$ cat src/verilog/adc_comp_pkg.sv
// constants for the adc result computation unit
// assumes one clock domain shared with the conversion core
package adc_comp_pkg;
   localparam int RESULT_W = 10;
   localparam int ACC_W = 16;
   localparam int CNT_W = 8;
   localparam int SHIFT_W = 3;
   localparam int MODE_W = 3;
   // register index map, byte address is four times the index
   localparam logic [3:0] REG_CTRL = 4'h0;
   localparam logic [3:0] REG_REPEAT = 4'h1;
   localparam logic [3:0] REG_STATUS = 4'h2;
   localparam logic [3:0] REG_ACC = 4'h3;
   localparam logic [3:0] REG_FILTER = 4'h4;
   localparam logic [3:0] REG_COUNT = 4'h5;
   localparam logic [3:0] REG_PREV = 4'h6;
   localparam logic [3:0] REG_RESULT = 4'h7;
   // control register fields
   localparam int CTRL_MODE_LSB = 0;
   localparam int CTRL_SHIFT_LSB = 4;
   localparam int CTRL_DSEN_BIT = 8;
   localparam int CTRL_CLR_BIT = 9;
   localparam int CTRL_GO_BIT = 10;
   // status register fields
   localparam int STAT_DONE_BIT = 0;
   localparam int STAT_THR_BIT = 1;
   localparam int STAT_OVF_BIT = 2;
   localparam int STAT_BUSY_BIT = 3;
   // mode codes
   localparam logic [2:0] MODE_BASIC = 3'h0;
   localparam logic [2:0] MODE_ACCUM = 3'h1;
   localparam logic [2:0] MODE_AVERAGE = 3'h2;
   localparam logic [2:0] MODE_BURST = 3'h3;
   localparam logic [2:0] MODE_LPF = 3'h4;
   localparam logic [7:0] CNT_MAX = 8'hFF;
   localparam logic [7:0] REPEAT_RESET = 8'h00;
endpackage : adc_comp_pkg

$ cat src/verilog/adc_result_computation_unit.sv
// adc post-conversion computation: modes, accumulator, counter, tests
// assumes the conversion core pulses result_valid with current_result
//
// Contract
// - mode field selects five computation modes
// - basic mode flags done, never accumulates
// - samples from current or previous result
// - one cycle is one or two conversions
// - accumulate adds sample, counter saturates FF
// - accumulate flags done and tests every sample
// - average tests once counter reaches target
// - average clears at trigger when target reached
// - burst clears on start, keeps sum over retriggers
// - burst retriggers until counter reaches target
// - lpf adds sample minus shifted accumulator
// - lpf tests at target then every trigger
// - filter output is shifted accumulator
// - clear control zeroes accumulator, overflow, counter
// - overflow flag set beyond 65535
`timescale 1ns/1ps
module adc_result_computation_unit #(
   parameter int RES_W = adc_comp_pkg::RESULT_W
) (
   input wire logic clk_sys, // system clock, 125 MHz
   input wire logic resetn, // async reset, active low
   input wire logic [3:0] reg_addr, // register index
   input wire logic [31:0] reg_wdata, // write data
   input wire logic reg_wr, // write strobe
   input wire logic reg_rd, // read strobe
   output logic [31:0] reg_rdata, // read data, cycle after strobe
   input wire logic trigger_in, // external trigger pulse from core
   input wire logic result_valid, // conversion finished pulse
   input wire logic [RES_W-1:0] current_result, // conversion result
   input wire logic threshold_true, // selected test condition holds
   output logic conversion_go, // request a conversion, one pulse
   output logic threshold_test, // test runs this cycle, one pulse
   output logic [15:0] filter_output, // scaled accumulator
   output logic conversion_done_flag, // sticky conversion done
   output logic threshold_hit_flag, // sticky threshold hit
   output logic accumulator_overflow // sticky overflow
);
   // ************************************************************
   // registers
   // ************************************************************
   logic [2:0] computation_mode_select;
   logic [2:0] shift_select;
   logic double_sample_enable;
   logic accumulator_clear;
   logic [7:0] repeat_target;
   logic [15:0] sample_accumulator;
   logic [RES_W-1:0] previous_result;
   logic [RES_W-1:0] last_result;
   logic second_half;
   logic busy;
   logic [7:0] sample_counter;
   logic sw_go;
   logic wr_ctrl;
   logic wr_stat;

   typedef enum logic [1:0] {IDLE, WAIT_CONV, RETRIG} seq_e;
   seq_e state;

   assign wr_ctrl = reg_wr && (reg_addr == adc_comp_pkg::REG_CTRL);
   assign wr_stat = reg_wr && (reg_addr == adc_comp_pkg::REG_STATUS);
   assign sw_go = wr_ctrl && reg_wdata[adc_comp_pkg::CTRL_GO_BIT];

   always_ff @(posedge clk_sys or negedge resetn) begin
      if (!resetn) begin
         computation_mode_select <= adc_comp_pkg::MODE_BASIC;
         shift_select <= '0;
         double_sample_enable <= 1'b0;
         repeat_target <= adc_comp_pkg::REPEAT_RESET;
      end else begin
         if (wr_ctrl) begin
            computation_mode_select <=
               reg_wdata[adc_comp_pkg::CTRL_MODE_LSB +: 3];
            shift_select <= reg_wdata[adc_comp_pkg::CTRL_SHIFT_LSB +: 3];
            double_sample_enable <=
               reg_wdata[adc_comp_pkg::CTRL_DSEN_BIT];
         end
         if (reg_wr && (reg_addr == adc_comp_pkg::REG_REPEAT)) begin
            repeat_target <= reg_wdata[7:0];
         end
      end
   end

   // ************************************************************
   // cycle bookkeeping
   // ************************************************************
   logic mode_acc;
   logic mode_avg;
   logic mode_burst;
   logic mode_lpf;
   logic at_target;
   logic cycle_end;
   logic start_evt;
   logic [RES_W-1:0] s1;
   logic [RES_W-1:0] s2;
   logic [15:0] next_acc;
   logic acc_ovf;
   logic pre_clear;
   logic do_update;
   logic [7:0] cnt_after;

   assign mode_acc = computation_mode_select == adc_comp_pkg::MODE_ACCUM;
   assign mode_avg = computation_mode_select == adc_comp_pkg::MODE_AVERAGE;
   assign mode_burst = computation_mode_select == adc_comp_pkg::MODE_BURST;
   assign mode_lpf = computation_mode_select == adc_comp_pkg::MODE_LPF;
   assign at_target = sample_counter >= repeat_target;
   assign start_evt = sw_go || trigger_in;

   // cycle closes on second conversion when pairing
   assign cycle_end = result_valid && (!double_sample_enable || second_half);

   assign s1 = double_sample_enable ? previous_result : current_result;
   assign s2 = current_result;

   // average clears at a trigger once target reached
   assign pre_clear = mode_avg && at_target && start_evt && !busy;
   assign do_update = cycle_end && (mode_acc || mode_avg || mode_burst
                                    || mode_lpf);

   acc_datapath #(
      .ACC_W(16),
      .RES_W(RES_W),
      .SH_W(3)
   ) u_acc (
      .acc(sample_accumulator),
      .s1(s1),
      .s2(s2),
      .dsen(double_sample_enable),
      .lpf(mode_lpf),
      .shift(shift_select),
      .next_acc(next_acc),
      .ovf(acc_ovf)
   );

   always_ff @(posedge clk_sys or negedge resetn) begin
      if (!resetn) begin
         second_half <= 1'b0;
         previous_result <= '0;
         last_result <= '0;
      end else if (result_valid) begin
         previous_result <= current_result;
         last_result <= current_result;
         second_half <= double_sample_enable && !second_half;
      end else if (start_evt && !busy) begin
         second_half <= 1'b0;
      end
   end

   // ************************************************************
   // sequencer, burst retrigger
   // ************************************************************
   logic start_seen;
   always_ff @(posedge clk_sys or negedge resetn) begin
      if (!resetn) begin
         state <= IDLE;
         conversion_go <= 1'b0;
         start_seen <= 1'b0;
      end else begin
         conversion_go <= 1'b0;
         start_seen <= start_evt && !busy; // mode written with go has landed
         case (state)
            IDLE: begin
               if (sw_go) begin
                  conversion_go <= 1'b1;
                  state <= WAIT_CONV;
               end else if (trigger_in) begin
                  state <= WAIT_CONV;
               end
            end
            WAIT_CONV: begin
               if (cycle_end && mode_burst && (cnt_after < repeat_target)) begin
                  state <= RETRIG;
               end else if (cycle_end) begin
                  state <= IDLE;
               end
            end
            RETRIG: begin
               conversion_go <= 1'b1;
               state <= WAIT_CONV;
            end
            default: state <= IDLE;
         endcase
      end
   end
   assign busy = state != IDLE;

   // counter value after this cycle's increment
   assign cnt_after = sample_counter
                    + {7'b0, sample_counter != adc_comp_pkg::CNT_MAX};

   // ************************************************************
   // accumulator and counter
   // ************************************************************
   logic burst_clear;
   // burst clears once per start, sum kept over repeats
   assign burst_clear = mode_burst && start_seen;

   // counter saturates at FF, clear control
   sample_counter_sat #(
      .WIDTH(8)
   ) u_cnt (
      .clk_sys(clk_sys),
      .resetn(resetn),
      .clear(accumulator_clear || burst_clear || pre_clear),
      .incr(do_update),
      .count(sample_counter)
   );

   always_ff @(posedge clk_sys or negedge resetn) begin
      if (!resetn) begin
         sample_accumulator <= '0;
      end else if (accumulator_clear || burst_clear || pre_clear) begin
         sample_accumulator <= '0;
      end else if (do_update) begin
         sample_accumulator <= next_acc;
      end
   end

   // hardware drops the clear bit after one cycle
   always_ff @(posedge clk_sys or negedge resetn) begin
      if (!resetn) begin
         accumulator_clear <= 1'b0;
      end else begin
         accumulator_clear <= wr_ctrl && reg_wdata[adc_comp_pkg::CTRL_CLR_BIT];
      end
   end

   always_ff @(posedge clk_sys or negedge resetn) begin
      if (!resetn) begin
         filter_output <= '0;
      end else begin
         filter_output <= sample_accumulator >> shift_select;
      end
   end

   // ************************************************************
   // threshold test and flags
   // ************************************************************
   logic next_test;
   always_comb begin
      next_test = 1'b0;
      if (cycle_end) begin
         case (computation_mode_select)
            // test every sample in basic and accumulate
            adc_comp_pkg::MODE_BASIC: next_test = 1'b1;
            adc_comp_pkg::MODE_ACCUM: next_test = 1'b1;
            adc_comp_pkg::MODE_AVERAGE: next_test =
               cnt_after >= repeat_target;
            adc_comp_pkg::MODE_BURST: next_test =
               cnt_after >= repeat_target;
            // lpf tests at target and every later trigger
            adc_comp_pkg::MODE_LPF: next_test =
               cnt_after >= repeat_target;
            default: next_test = 1'b0;
         endcase
      end
   end

   always_ff @(posedge clk_sys or negedge resetn) begin
      if (!resetn) begin
         threshold_test <= 1'b0;
      end else begin
         threshold_test <= next_test;
      end
   end

   // done and threshold flags clear by writing one to status, overflow by the clear control; a set in the same cycle wins
   always_ff @(posedge clk_sys or negedge resetn) begin
      if (!resetn) begin
         conversion_done_flag <= 1'b0;
         threshold_hit_flag <= 1'b0;
         accumulator_overflow <= 1'b0;
      end else begin
         if (result_valid) begin
            conversion_done_flag <= 1'b1;
         end else if (wr_stat && reg_wdata[adc_comp_pkg::STAT_DONE_BIT]) begin
            conversion_done_flag <= 1'b0;
         end
         if (threshold_test && threshold_true) begin
            threshold_hit_flag <= 1'b1;
         end else if (wr_stat && reg_wdata[adc_comp_pkg::STAT_THR_BIT]) begin
            threshold_hit_flag <= 1'b0;
         end
         if (do_update && acc_ovf) begin
            accumulator_overflow <= 1'b1;
         end else if (accumulator_clear) begin
            accumulator_overflow <= 1'b0;
         end
      end
   end

   // ************************************************************
   // read port
   // ************************************************************
   always_ff @(posedge clk_sys or negedge resetn) begin
      if (!resetn) begin
         reg_rdata <= '0;
      end else if (reg_rd) begin
         case (reg_addr)
            adc_comp_pkg::REG_CTRL: reg_rdata <= {21'h0, 1'b0,
               accumulator_clear, double_sample_enable, 1'b0,
               shift_select, 1'b0, computation_mode_select};
            adc_comp_pkg::REG_REPEAT: reg_rdata <= {24'h0, repeat_target};
            adc_comp_pkg::REG_STATUS: reg_rdata <= {28'h0, busy,
               accumulator_overflow, threshold_hit_flag,
               conversion_done_flag};
            adc_comp_pkg::REG_ACC: reg_rdata <= {16'h0, sample_accumulator};
            adc_comp_pkg::REG_FILTER: reg_rdata <= {16'h0, filter_output};
            adc_comp_pkg::REG_COUNT: reg_rdata <= {24'h0, sample_counter};
            adc_comp_pkg::REG_PREV: reg_rdata <=
               {{(32-RES_W){1'b0}}, previous_result};
            adc_comp_pkg::REG_RESULT: reg_rdata <=
               {{(32-RES_W){1'b0}}, last_result};
            default: reg_rdata <= 32'h0000_0000;
         endcase
      end else begin
         reg_rdata <= 32'h0000_0000;
      end
   end
endmodule : adc_result_computation_unit

$ cat src/verilog/sample_counter_sat.sv
// saturating sample counter with synchronous clear
// assumes clear and increment come from the same clock domain
`timescale 1ns/1ps
module sample_counter_sat #(
   parameter int WIDTH = 8
) (
   input wire logic clk_sys, // system clock
   input wire logic resetn, // async reset, active low
   input wire logic clear, // zero the count
   input wire logic incr, // add one unless saturated
   output logic [WIDTH-1:0] count // current count
);
   always_ff @(posedge clk_sys or negedge resetn) begin
      if (!resetn) begin
         count <= '0;
      end else if (clear) begin
         count <= '0;
      end else if (incr && (count != {WIDTH{1'b1}})) begin
         count <= count + 1'b1;
      end
   end
endmodule : sample_counter_sat

$ cat src/verilog/acc_datapath.sv
// accumulator next-value arithmetic with overflow detection
// purely combinational, fed by the registered accumulator
`timescale 1ns/1ps
module acc_datapath #(
   parameter int ACC_W = 16,
   parameter int RES_W = 10,
   parameter int SH_W = 3
) (
   input wire logic [ACC_W-1:0] acc, // present accumulator
   input wire logic [RES_W-1:0] s1, // sample one
   input wire logic [RES_W-1:0] s2, // sample two
   input wire logic dsen, // use s2 - s1
   input wire logic lpf, // subtract scaled accumulator
   input wire logic [SH_W-1:0] shift, // shift select
   output logic [ACC_W-1:0] next_acc, // accumulator after update
   output logic ovf // result left the 16-bit range
);
   logic [ACC_W+1:0] term;
   logic [ACC_W+1:0] decay;
   logic [ACC_W+1:0] sum;
   always_comb begin
      if (dsen) begin
         term = {{(ACC_W+2-RES_W){1'b0}}, s2}
              - {{(ACC_W+2-RES_W){1'b0}}, s1};
      end else begin
         term = {{(ACC_W+2-RES_W){1'b0}}, s1};
      end
      decay = lpf ? {2'b00, acc >> shift} : '0;
      sum = term + {2'b00, acc} - decay;
      next_acc = sum[ACC_W-1:0];
      ovf = (sum[ACC_W+1:ACC_W] != 2'b00);
   end
endmodule : acc_datapath

$ cat config.mk
export PLATFORM = sky130hd
export DESIGN_NAME = adc_result_computation_unit
export DESIGN_NICKNAME = d
export VERILOG_FILES = /design/src/verilog/adc_comp_pkg.sv /design/src/verilog/adc_result_computation_unit.sv /design/src/verilog/sample_counter_sat.sv /design/src/verilog/acc_datapath.sv
export SDC_FILE = /design/constraint.sdc
export NUM_CORES = 1
export LEC_CHECK = 0
export ABC_CLOCK_PERIOD_IN_PS = 6900
export BUFFER_PORTS_ARGS = -buffer_cell sky130_fd_sc_hd__buf_2
export CORE_ASPECT_RATIO = 0.6
export CORE_MARGIN = 1.5
export CORE_UTILIZATION = 47
export CTS_CLUSTER_SIZE = 10
export DETAILED_ROUTE_END_ITERATION = 8
export PLACE_DENSITY = 0.65
export SLEW_MARGIN = 20
export SYNTH_ARGS = -nofsm -noshare
export SYNTH_HDL_FRONTEND = slang
export SYNTH_SLANG_ARGS = --single-unit
$ cat constraint.sdc
create_clock -name clk_sys -period 6.9 [get_ports clk_sys]
set_input_delay 1.38 -clock clk_sys [delete_from_list [all_inputs] [get_ports clk_sys]]
set_output_delay 1.38 -clock clk_sys [all_outputs]
set_load 0.05 [all_outputs]
; ---- Word-level counts from Yosys, hierarchy flattened
; Cells that the tools add are included.
[word_totals]
out_inout_bits = 53
in_bits = 53
regBits = 107
[op_classes]
n_shift = 1
n_lt_le_gt_ge = 3
mux = 26
n_eq_ne = 16
n_addsub = 5
reduce_logical = 45
[op_table]
columns = operator, n
row1 = 16-bit one-hot mux with 7 select lines, 1
row2 = 16-bit 2-to-1 mux, 3
row3 = 32-bit 2-to-1 mux, 1
row4 = 1-bit logical AND, 20
row5 = 18-bit by 16-bit adder with 18-bit output, 1
row6 = 18-bit 2-to-1 mux, 1
row7 = 18-bit subtractor, 1
row8 = 4-bit by 3-bit equality test with 1-bit output (second input constant), 4
row9 = 8-bit greater-or-equal comparator, 2
row10 = 8-bit 2-to-1 mux, 2
row11 = 2-bit nonzero test, 8
row12 = 16-bit by 3-bit right shift with 16-bit output, 1
row13 = 10-bit by 10-bit subtractor with 11-bit output, 1
row14 = 1-bit 2-to-1 mux, 10
row15 = 10-bit 2-to-1 mux, 1
row16 = 8-bit by 1-bit adder with 8-bit output, 1
row17 = 8-bit by 1-bit adder with 8-bit output (second input constant), 1
row18 = 4-bit by 2-bit equality test with 1-bit output (second input constant), 2
row19 = 8-bit less-than comparator, 1
row20 = 2-bit 2-to-1 mux, 4
row21 = 8-bit != test (second input constant), 1
row22 = 1-bit logical OR, 7
row23 = 3-bit by 2-bit equality test with 1-bit output (second input constant), 2
row24 = 3-bit != test (second input constant), 2
row25 = 14 further kinds, 18

; ---- Logic depth before layout (Yosys ltp)
; Gate-level depths: netlist of run 1.
[logic_depth]
depth_word = 8
ltp_mapped = 22

; ---- Cells and area by module
; From an unflattened synthesis of run 1, not the netlist that was laid out.
[hier_totals]
cells_unflattened = 764
hier_area_um2 = 7298.2
[modules_own_cells]
columns = mod, n_inst, area_each_um2, cells_each
row1 = adc_result_computation_unit, 1, 4528.1, 416
row2 = acc_datapath, 1, 2306.0, 299
row3 = sample_counter_sat, 1, 464.2, 49

; ---- Worst setup path after synthesis of run 1
; No wires, ideal clock.
[synth_path]
kind = in2reg
from = input port current_result[1]
to = register accumulator_overflow
required_ns = 6.830
path_buffers = 0
path_slack_ns = 1.618
setup_time_ns = 0.070
arrival_ns = 5.212
cell_stages = 19
path_cell_list = nor2b_1 a21oi_1 ha_1 nor2b_1 o21ai_0 a21oi_1 o211ai_1 a21oi_1 or3_1 a31oi_1 fa_1 inv_1 ha_1 or2_2 a21oi_2 a211oi_1 or3_1 a211o_1 nand3_1
[synth_between]
elab_chain_len = 8
word_cells_on_any_way = 9
classes_between = add/sub: 3 / mux: 3 / reduce/logical: 3
[synth_rtl]
columns = item, line
row1 = "start, declared", adc_result_computation_unit.sv:33  ; input wire logic [RES_W-1:0] current_result,
row2 = 10-bit 2-to-1 mux, adc_result_computation_unit.sv:115  ; assign s1 = double_sample_enable ? previous_result : current_result;
row3 = 10-bit by 10-bit subtractor with 11-bit output, acc_datapath.sv:24  ; - {{(ACC_W+2-RES_W){1'b0}}, s1};
row4 = 18-bit 2-to-1 mux (*), acc_datapath.sv:22  ; if (dsen) begin
row5 = 18-bit by 16-bit adder with 18-bit output (*), acc_datapath.sv:29  ; sum = term + {2'b00, acc} - decay;
row6 = 18-bit subtractor (*), acc_datapath.sv:29
row7 = 2-bit nonzero test (*), acc_datapath.sv:31  ; ovf = (sum[ACC_W+1:ACC_W] != 2'b00);
row8 = 1-bit logical AND (*), adc_result_computation_unit.sv:287  ; if (do_update && acc_ovf) begin
row9 = 1-bit 2-to-1 mux or 2-bit nonzero test (tied branches), --
row10 = "end signal, assigned", adc_result_computation_unit.sv:275  ; accumulator_overflow <= 1'b0;
row11 = "end signal, assigned", adc_result_computation_unit.sv:288  ; accumulator_overflow <= 1'b1;
row12 = "end signal, assigned", adc_result_computation_unit.sv:290  ; accumulator_overflow <= 1'b0;
row13 = "end, declared", adc_result_computation_unit.sv:40  ; output logic accumulator_overflow
; Every way passes the cells marked *; elsewhere a longest branch is shown, timed or not.
; A chain may end at the register's enable or synchronous reset.

; ---- Worst setup path after layout of run 1
; Same ends and word-level chain as after synthesis.

==> impl_metrics.ini, run 1 <==
[status]
outcome = finished, final reports clean

[timing]
final.setup.tns_ns = 0
fin_crit_ns = 5.61
post-route-period-util_pct = 81.3
setup_viol = 0
max_freq_mhz = 178
holdWs_ns = 0.521
maxSlewHeadroom_pct = 29.0
rsz0062_at_grt = no
clock_skew_ns = 0.00637
slew_viol_final = 0
layout_setup_ws_ns = 1.29
worstMarginPinSlew_ns = 1.06
hold_viol = 0

[hold_path]
hp-class = reg -> reg
hp-start = threshold_test$_DFF_PN0_

[cts]
cts_hold_buf = 0
clock-root-buffer = clkbuf_16
clk_pin_slew_ns = 0.07
clock-sinks = 91
cts_setup_buffers = 0
cts_tree = built
cts-buffers-inserted = 9
post_cts_resized = 0
clockBufferDepth = 2
clk_latency_ns = 0.36
htree_levels = 3

[critical_path]
required_ns = 7.19
crit_path_cell_trace = buf_2 -> nor2b_1 -> a21oi_1 -> ha_1 -> nor2b_1 -> o21ai_0 -> a21oi_1 -> o211ai_1 -> a21oi_1 -> or3_1 -> a31oi_1 -> fa_1 -> inv_1 -> ha_1 -> or2_2 -> a21oi_2 -> a211oi_1 -> or3_1 -> a211o_1 -> nand3_1
crit_slowest_cell = fa_1
r2r_slack_ns = 1.59
crit_path_end = accumulator_overflow$_DFFE_PN0P_
worstPathArrival_ns = 5.89
worstPathMaxFanout = 5
rr_startpoint = double_sample_enable$_DFFE_PN0P_
worst-r2r-cell-count = 20
crit_type = in -> reg
critPathMaxStageDelay_ns = 0.48
reg2reg_to = accumulator_overflow$_DFFE_PN0P_
cp-start-kind = input pin
end_kind = register
setup.worst_path.start = current_result[1]
path_common_cell = a21oi_1

[synthesis]
yosysSeqAreaShare_pct = 34.4
ys_seq_elements = 91
ys.flop_type = dfrtp_1
synthArstFlopShare_pct = 100
synth_top_cell_area_share_pct = 34.4
yosysWarnings = 0
syn-cell-area_um2 = 6610
synthCells = 716
synthDistinctLibCells = 62
synth_edf_count = 0
synth.avg_cell_area_um2 = 9.24
synth_top_area_cell = dfrtp_1
synthTopCellsByArea = dfrtp_1, ha_1, fa_1, a21oi_1, mux2_2

[floorplan]
die_h_um = 94.9
fp.dieW_um = 156
rows = 33
initial_utilization_pct = 48.2
io_pins = 106
core_um2 = 13700
die-area_um2 = 14800

[finish]
multiInputGateArea_um2 = 3920
postLayoutCellArea_um2 = 7390
nets = 892
syn2layout_area_growth_pct = 11.8
fillers = 1233
regArea_um2 = 2280
diodes = 0
final_layout_size_suffix_gt1_share_pct = 17.7

[placement]
hpwl_um = 14400
gp_congestion = 0.888
io_buffer_count = 68
place_ws_ns = 0.946
placedInstanceArea_um2 = 7070

[pwr]
netSwitchingFraction_pct = 49.3
internal_power_uw = 1720
p_leak_uw = 0.00350
p_comb_share_pct = 58.0
clkPwrFrac_pct = 15.5
seq_power_share_pct = 26.4
power.ir.vdd_worst_mv = 0.169
cellPowerDensity_nw_per_um2 = 459
net-switching-power_uw = 1670
power_uw = 3390

[detailed_routing]
drcViolationCount = 0
drtAntennaViolNets = 0
wl_per_cell_um = 19.5
drt_iter0_markers = 614
wl_um = 18900
firstDrtPassIters = 8
viasPerCell = 5.87
vias = 5699

[global_route]
grt_pass1_wl_um = 29700
grt_pass1_vias = 5335
grt_antenna_before_repair = 0
grt_max_degree = 61
grtUsageTotal_pct = 26.8
overflow = 0

[flow_run]
drv_cap = 0
state kept, by name, indices dropped and copies added (netlist names):
signal,flops
accumulator_clear,1
accumulator_overflow,1
computation_mode_select,3
conversion_done_flag,1
conversion_go,1
double_sample_enable,1
filter_output,16
last_result,10
reg_rdata,16
repeat_target,8
sample_accumulator,16
second_half,1
shift_select,3
start_seen,1
state,2
threshold_hit_flag,1
threshold_test,1
u_cnt.count,8
logic make-up (layout without fill, tap and decap cells):
kind of cell / Yosys count / in the layout / synth area share (%)
simple gates: 211 / 211 / 16.0
flops: 91 / 91 / 34.4
fa+ha+maj: 65 / 65 / 14.2
buf+inv: 108 / 156 / 7.21
compound gates: 172 / 172 / 16.8
xor+xnor: 29 / 29 / 3.84
mux: 39 / 39 / 7.36
other cells: 1 / 16 / 0.0567
power groups by stage:
stage,combinational (uW),clock (uW),sequential [uW]
after floorplan,1380,0,962
after global placement,1840,0,888
after detailed placement,1920,0,895
after CTS,1940,532,885
after global routing,2200,555,912
final,1970,526,898
cells in the mapped netlist (16+ instances only):
cell,count
inv_1,64
o21ai_0,24
nor2_1,43
mux2_2,27
dfrtp_1,91
nand2_1,69
xnor2_1,16
a21oi_1,64
buf_4,16
ha_1,48
fa_1,17
nand3_1,16
worst min path at each step:
stage                                     end  slack (ns)  cells past startpoint
2_1_floorplan         conversion_go$_DFF_PN0_        0.48                      1
3_3_place_gp   threshold_hit_flag$_DFFE_PN0P_        0.49                      1
3_5_place_dp   threshold_hit_flag$_DFFE_PN0P_        0.51                      1
6_report       threshold_hit_flag$_DFFE_PN0P_        0.52                      1
4_1_cts        threshold_hit_flag$_DFFE_PN0P_        0.52                      1
5_1_grt        threshold_hit_flag$_DFFE_PN0P_        0.54                      1
layout by cell type, fill, tap and decap left out, drive strengths merged, types with 5 or more instances in the layout:
cell    synthesis  routed
dfrtp          91      91
buf            29      74
nand2          69      69
inv            64      68
a21oi          65      65
ha             48      48
nor2           43      43
mux2           27      27
o21ai          27      27
fa             17      17
nand3          16      16
xnor2          16      16
conb            1      16
nor3           16      16
nor2b          15      15
a222oi         15      15
xor2           13      13
and2           11      11
a22oi          11      11
a31oi          10      10
a21o            9       9
a211oi          9       9
clkbuf         13       9
nand2b          8       8
nand4           8       8
mux2i           7       7
or3             6       6
o211ai          6       6
mux4            5       5
through the flow:
stage | instances | utilization, %
floorplan | 731 | -
global placement | 955 | 51.6
detailed placement | 955 | 51.6
CTS | 971 | 53.9
global route | 971 | 53.9
finish | 971 | 53.9
routing by layer:
| metal | GRT usage (%) | up-vias | part of all wire, % |
|---|---|---|---|
| met5 | 0 | - | 0 |
| met4 | 5.79 | 0 | 0.88 |
| met3 | 7.48 | 13 | 11 |
| met2 | 36.8 | 301 | 39 |
| met1 | 41.1 | 2760 | 49 |
| li1 | - | 2625 | - |
worst max-delay path, delay by kind of cell:
| kind | cells | cell delay (ns) |
|---|---|---|
| simple gates | 6 | 1.39 |
| fa+ha+maj | 3 | 1.00 |
| compound gates | 9 | 1.93 |
| buf+inv | 2 | 0.20 |
layout make-up:
class	count	area share, %
inverters	66	3.35
multi-input cells	532	53.1
repair buffers	74	5.25
clock buffers	9	3.05
clock inverters	7	1.25
well taps	192	3.25
flip-flops and latches	91	30.8
Note: power is estimated with default switching activity, not from simulation.
==> inputs of run 2 (changes only) <==
- ABC_AREA: unset -> 1
- ABC_CLOCK_PERIOD_IN_PS: 6900 -> 5200
- clock period: 6.9 -> 5.2 ns (I/O delays scaled with it)
==> run 2 against run 1 <==
Against the previous run: die area increased by 6.0%; flip-flop and latch count is the same; power up 36%; clock skew increased by 0.0018 ns; worst setup slack worse by 0.44 ns; cell count up 24%.
==> impl_metrics.ini, run 2 <==
[detailed_routing]
firstDrtPassIters = 5
drtAntennaViolNets = 0
vias = 6373
drcViolationCount = 0
wl_per_cell_um = 16.8
viasPerCell = 5.28
wl_um = 20300
drt_iter0_markers = 602

[synthesis]
synth_top_area_cell = dfrtp_1
yosysSeqAreaShare_pct = 32.4
synth.most_common_cell = nand2_1
ys.flop_type = dfrtp_1
synthCells = 948
synthAdderAreaFrac_pct = 13.4
synthMuxAreaShare_pct = 0.713
synthTopCellsByArea = dfrtp_1, nand2_1, inv_1, ha_1, o21ai_0
syn-cell-area_um2 = 7020
yosysWarnings = 0
synth_compound_area_share_pct = 14.7
ys_seq_elements = 91
synthDistinctLibCells = 47
synth.avg_cell_area_um2 = 7.41
yosys.area_share.simple_pct = 22.8
synthArstFlopShare_pct = 100
synth_xor_area_share_pct = 3.12
ys_top_cells_by_count = nand2_1, inv_1, dfrtp_1
synth_top_family_by_area = simple AND/OR/NAND/NOR gates
synth_top_cell_area_share_pct = 32.4
synth_edf_count = 0

[timing]
clock_skew_ns = 0.00821
slew_viol_final = 0
fin_crit_ns = 4.34
max_freq_mhz = 230
final.setup.tns_ns = 0
hold_viol = 0
rsz0062_at_grt = no
worstMarginPinSlew_ns = 0.960
post-route-period-util_pct = 83.5
holdWs_ns = 0.499
setup_viol = 0
maxSlewHeadroom_pct = 36.0

[finish]
multiInputGateArea_um2 = 3910
diodes = 0
final_layout_size_suffix_gt1_share_pct = 11.0
nets = 1123
regArea_um2 = 2280
reg.largest.list = filter_output (16), reg_rdata (16), sample_accumulator (16)
layout_commonest_cell = nand2_1
mostFrequentLayoutCells = nand2_1, inv_1, dfrtp_1, o21ai_0, buf_2
fillers = 1487
syn2layout_area_growth_pct = 10.5

[floorplan]
die_h_um = 97.7
die-area_um2 = 15700
rows = 34
core_um2 = 14500
fp.dieW_um = 161
initial_utilization_pct = 48.3
io_pins = 106

[cts]
post_cts_resized = 0
clock-root-buffer = clkbuf_16
clock-sinks = 91
cts_hold_buf = 0
clk_latency_ns = 0.35
htree_levels = 3
cts_setup_buffers = 0
cts_tree = built
clockBufferDepth = 2
clk_pin_slew_ns = 0.07
cts-buffers-inserted = 9

[critical_path]
crit_slowest_cell = fa_1
cp-start-kind = input pin
crit_type = in -> reg
required_ns = 5.45
r2r_slack_ns = 0.96
worstPathMaxFanout = 4
rr_startpoint = double_sample_enable$_DFFE_PN0P_
worst-r2r-cell-count = 25
reg2reg_to = sample_accumulator[14]$_DFFE_PN0P_
path_common_cell = nand2_1
end_kind = register
critPathMaxStageDelay_ns = 0.50
worstPathArrival_ns = 4.59

[placement]
io_buffer_count = 68
gp_congestion = 0.906
hpwl_um = 15800

[hold_path]
hold_path_depth = 2
min_to = sample_accumulator[5]$_DFFE_PN0P_
hp-start = sample_accumulator[5]$_DFFE_PN0P_
hp-class = reg -> reg

[pwr]
p_leak_uw = 0.00420
netSwitchingFraction_pct = 52.7
cellPowerDensity_nw_per_um2 = 595
power.ir.vdd_worst_mv = 0.411
internal_power_uw = 2190
net-switching-power_uw = 2430
p_comb_share_pct = 62.0
clkPwrFrac_pct = 14.6
seq_power_share_pct = 23.5

[global_route]
grt_antenna_before_repair = 0
grt_pass1_vias = 5784
overflow = 0
grt_max_degree = 71
grt_pass1_wl_um = 32300
grtUsageTotal_pct = 26.9

[status]
outcome = finished, final reports clean

[flow_run]
drv_cap = 0
[run 2: cell count changes in the layout (fill, tap and decap cells not counted), moves of 8 or more]
| cell | previous run | this run |
|---|---|---|
| nor2b_1 | 15 | 0 |
| a22oi_1 | 11 | 0 |
| o21ai_0 | 24 | 79 |
| and2_1 | 11 | 1 |
| nand2_1 | 69 | 206 |
| o22ai_1 | 2 | 12 |
| a222oi_1 | 15 | 0 |
| xnor2_1 | 16 | 8 |
| nand3_1 | 16 | 44 |
| nor2_1 | 42 | 60 |
| nand2b_1 | 8 | 0 |
| mux2_2 | 27 | 0 |
| inv_1 | 64 | 169 |
[run 2: how the worst max path moves through the flow]
| stage | end | cells after the start | startpoint |
|---|---|---|---|
| 2_1_floorplan | sample_accumulator[15]$_DFFE_PN0P_ | 19 | current_result[0] |
| 3_3_place_gp | accumulator_overflow$_DFFE_PN0P_ | 25 | current_result[1] |
| 3_5_place_dp | accumulator_overflow$_DFFE_PN0P_ | 25 | current_result[1] |
| 4_1_cts | accumulator_overflow$_DFFE_PN0P_ | 25 | current_result[1] |
| 5_1_grt | sample_accumulator[14]$_DFFE_PN0P_ | 27 | current_result[4] |
| 6_report | sample_accumulator[14]$_DFFE_PN0P_ | 25 | current_result[6] |
[run 2: critical path: cells and delay by family]
| family | cells | cell delay (ns) |
|---|---|---|
| AO/OA/AOI/OAI | 2 | 0.15 |
| adder cells (fa/ha/maj) | 3 | 1.22 |
| AND/OR/NAND/NOR | 16 | 1.82 |
| buffers and inverters | 4 | 0.34 |
[run 2: metrics by stage]
step                instance area (um2)  utilization (%)  instances  setup slack, ns  power [uW]
finish                             7760             53.4       1208            0.858        4620
global route                       7760             53.4       1208            0.412        5040
CTS                                7760             53.4       1208            0.877        4590
detailed placement                 7460             51.3       1192            0.515        3900
global placement                   7460             51.3       1192            0.540        3870
floorplan                          7080                -        963            0.932        3200
[run 2: cell families (layout without fill, tap and decap cells)]
kind of cell	Yosys count	after routing
simple gates	362	362
buf+inv	213	260
compound gates	186	186
flops	91	91
fa+ha+maj	65	65
xor+xnor	25	25
mux	5	5
other cells	1	16
[run 2: power groups by stage]
| stage | registers [uW] | logic [uW] | clock network (uW) |
|---|---|---|---|
| after global placement | 1090 | 2780 | 0 |
| after floorplan | 1250 | 1950 | 0 |
| after global routing | 1110 | 3230 | 708 |
| final | 1090 | 2860 | 673 |
| after detailed placement | 1090 | 2810 | 0 |
| after CTS | 1080 | 2820 | 686 |
[run 2: per-layer routing]
metal | track usage, % | share of wire (%) | routed length [um]
met5 | 0 | 0 | 0
met4 | 5.48 | 0.71 | 145
met3 | 6.79 | 10 | 2120
met2 | 33.3 | 37 | 7470
met1 | 45.0 | 52 | 10600
[run 2: layout make-up]
type | count | area share (%)
clock buffers | 9 | 2.90
clock inverters | 7 | 0.983
inverters | 171 | 8.33
multi-input cells | 659 | 50.4
flip-flops and latches | 91 | 29.3
well taps | 198 | 3.19
repair buffers | 73 | 4.90
==> inputs of run 3 (changes only) <==
- ABC_CLOCK_PERIOD_IN_PS: 5200 -> 3610
- PLACE_DENSITY: 0.65 -> 0.67
- clock period: 5.2 -> 3.61 ns (I/O delays scaled with it)
==> run 3 against run 2 <==
Against the previous run: the flow now finishes with violations (setup timing); global-route usage up 2.7 points; die area unchanged; final area up 20%; combinational power up 140%; sequential share of layout area down 4.8 points; worst setup slack worse by 1.2 ns; clock-buffer cell count up 1; non-clock buffer count up 103; critical endpoint is now accumulator_overflow$_DFFE_PN0P_; largest cell class unchanged; largest power group unchanged; highest routed layer unchanged.
==> impl_metrics.ini, run 3 (synthesis results as in run 2) <==
[finish]
finish.utilization_pct = 63.9
regArea_um2 = 2280
fillers = 1287
mostFrequentLayoutCells = nand2_1, inv_1, dfrtp_1, buf_4, buf_2
syn2layout_area_growth_pct = 32.4
final_layout_size_suffix_gt1_share_pct = 30.3
diodes = 0
reg.largest.list = filter_output (16), reg_rdata (16), sample_accumulator (16)
layout_commonest_cell = nand2_1
multiInputGateArea_um2 = 4550
nets = 1227

[timing]
worstMarginPinSlew_ns = 0.591
layout_setup_ws_ns = -0.343
clock_skew_ns = 0.00908
maxSlewHeadroom_pct = 60.5
final.setup.tns_ns = -2.28
slew_viol_final = 0
holdWs_ns = 0.344
rsz0062_at_grt = yes
hold_viol = 0
fin_crit_ns = 3.95
post-route-period-util_pct = 109
max_freq_mhz = 253
setup_viol = 11

[global_route]
grt_max_degree = 39
grtUsageTotal_pct = 29.7
grt_pass1_vias = 6555
grt_antenna_before_repair = 0
grt_pass1_wl_um = 35600
overflow = 0

[pwr]
p_leak_uw = 0.00483
power.ir.vdd_worst_mv = 0.821
power_uw = 9240
cellPowerDensity_nw_per_um2 = 994

[placement]
place_ws_ns = -0.660
hpwl_um = 16900
io_buffer_count = 68
gp_congestion = 0.922

[floorplan]
rows = 34
core_um2 = 14500
die_h_um = 97.7
initial_utilization_pct = 48.3
die-area_um2 = 15700
fp.dieW_um = 161
io_pins = 106

[cts]
cts_tree = built
clk_latency_ns = 0.35
clock-root-buffer = clkbuf_16
htree_levels = 3
cts-buffers-inserted = 9
clock-sinks = 91
clk_pin_slew_ns = 0.07
clockBufferDepth = 2

[critical_path]
r2r_slack_ns = -0.34
path_common_cell = nand2_1
setup.worst_path.start = double_sample_enable$_DFFE_PN0P_
reg2reg_to = accumulator_overflow$_DFFE_PN0P_
worstPathMaxFanout = 6
rr_startpoint = double_sample_enable$_DFFE_PN0P_
worstPathArrival_ns = 4.20
required_ns = 3.86
worst-r2r-cell-count = 27
crit_slowest_cell = dfrtp_2
crit_type = reg -> reg
critPathMaxStageDelay_ns = 0.51
crit_path_end = accumulator_overflow$_DFFE_PN0P_
cp-start-kind = register
end_kind = register

[hold_path]
hp-class = in -> async

[detailed_routing]
wl_per_cell_um = 17.2
wl_um = 22600
firstDrtPassIters = 5
drt_iter0_markers = 715
vias = 6994
drtAntennaViolNets = 0
viasPerCell = 5.33
drcViolationCount = 0

[status]
violations = setup timing
outcome = finished with violations

[flow_run]
drv_cap = 0
run 3: cell count changes in the layout (fill, tap and decap cells not counted), moves of 16 or more:
cell     previous run  this run
buf_4               6        89
nand2_1           206       170
nand2_2             5        32
inv_1             169       150
buf_6               0        16
inv_2               1        19
ha_4                0        17
ha_1               48        30
run 3: how the worst min path moves through the flow:
stage / start / to / depth (start not counted)
2_1_floorplan: resetn / accumulator_clear$_DFF_PN0_ / 0
3_3_place_gp: repeat_target[1]$_DFFE_PN0P_ / repeat_target[1]$_DFFE_PN0P_ / 2
3_5_place_dp: threshold_test$_DFF_PN0_ / threshold_hit_flag$_DFFE_PN0P_ / 2
4_1_cts: resetn / last_result[8]$_DFFE_PN0P_ / 1
5_1_grt: resetn / last_result[8]$_DFFE_PN0P_ / 1
6_report: resetn / last_result[8]$_DFFE_PN0P_ / 1
run 3: critical path: cells and delay by family, from the launching register on:
kind                       cells  cell delay (ns)
and+or+nand+nor               14             1.02
adders and majority gates      4             1.42
AOI/OAI and AO/OA              5             0.59
buffers and inverters          4             0.30
DFF                            1             0.51
run 3: layout make-up:
class / count / area share (%)
clock inverter: 6 / 0.619
timing repair buffer: 176 / 13.7
sequential: 91 / 24.5
timing repair inverter: 1 / 0.0673
tap: 198 / 2.66
inverter: 171 / 6.98
clock buffer: 10 / 2.57
multi-input combinational: 659 / 48.9
run 3: per-stage QoR:
step,cells,instance area (um2)
2_1_floorplan,963,7210
3_3_place_gp,1276,8260
3_5_place_dp,1276,8260
4_1_cts,1302,8970
5_1_grt,1312,9300
6_report,1312,9300
run 3: metal layers:
layer,share of wire (%),GRT usage (%)
met3,11,8.79
met1,49,46.7
met2,40,39.7
met5,0,0
met4,0.82,4.99
run 3: timing repair:
item,CTS,global route
pin swaps,46,60
hold buffers,0,0
resized for setup,80,75
buffers inserted,8,14
setup endpoints to repair,13,14
cloned,2,0
run 3: where the power goes:
group	switching, uW	total (uW)	leakage (uW)	internal, uW
logic	3740	6760	0.00355	3020
clock network	456	954	0.000138	499
registers	252	1530	0.00114	1280
total	4450	9240	0.00483	4800
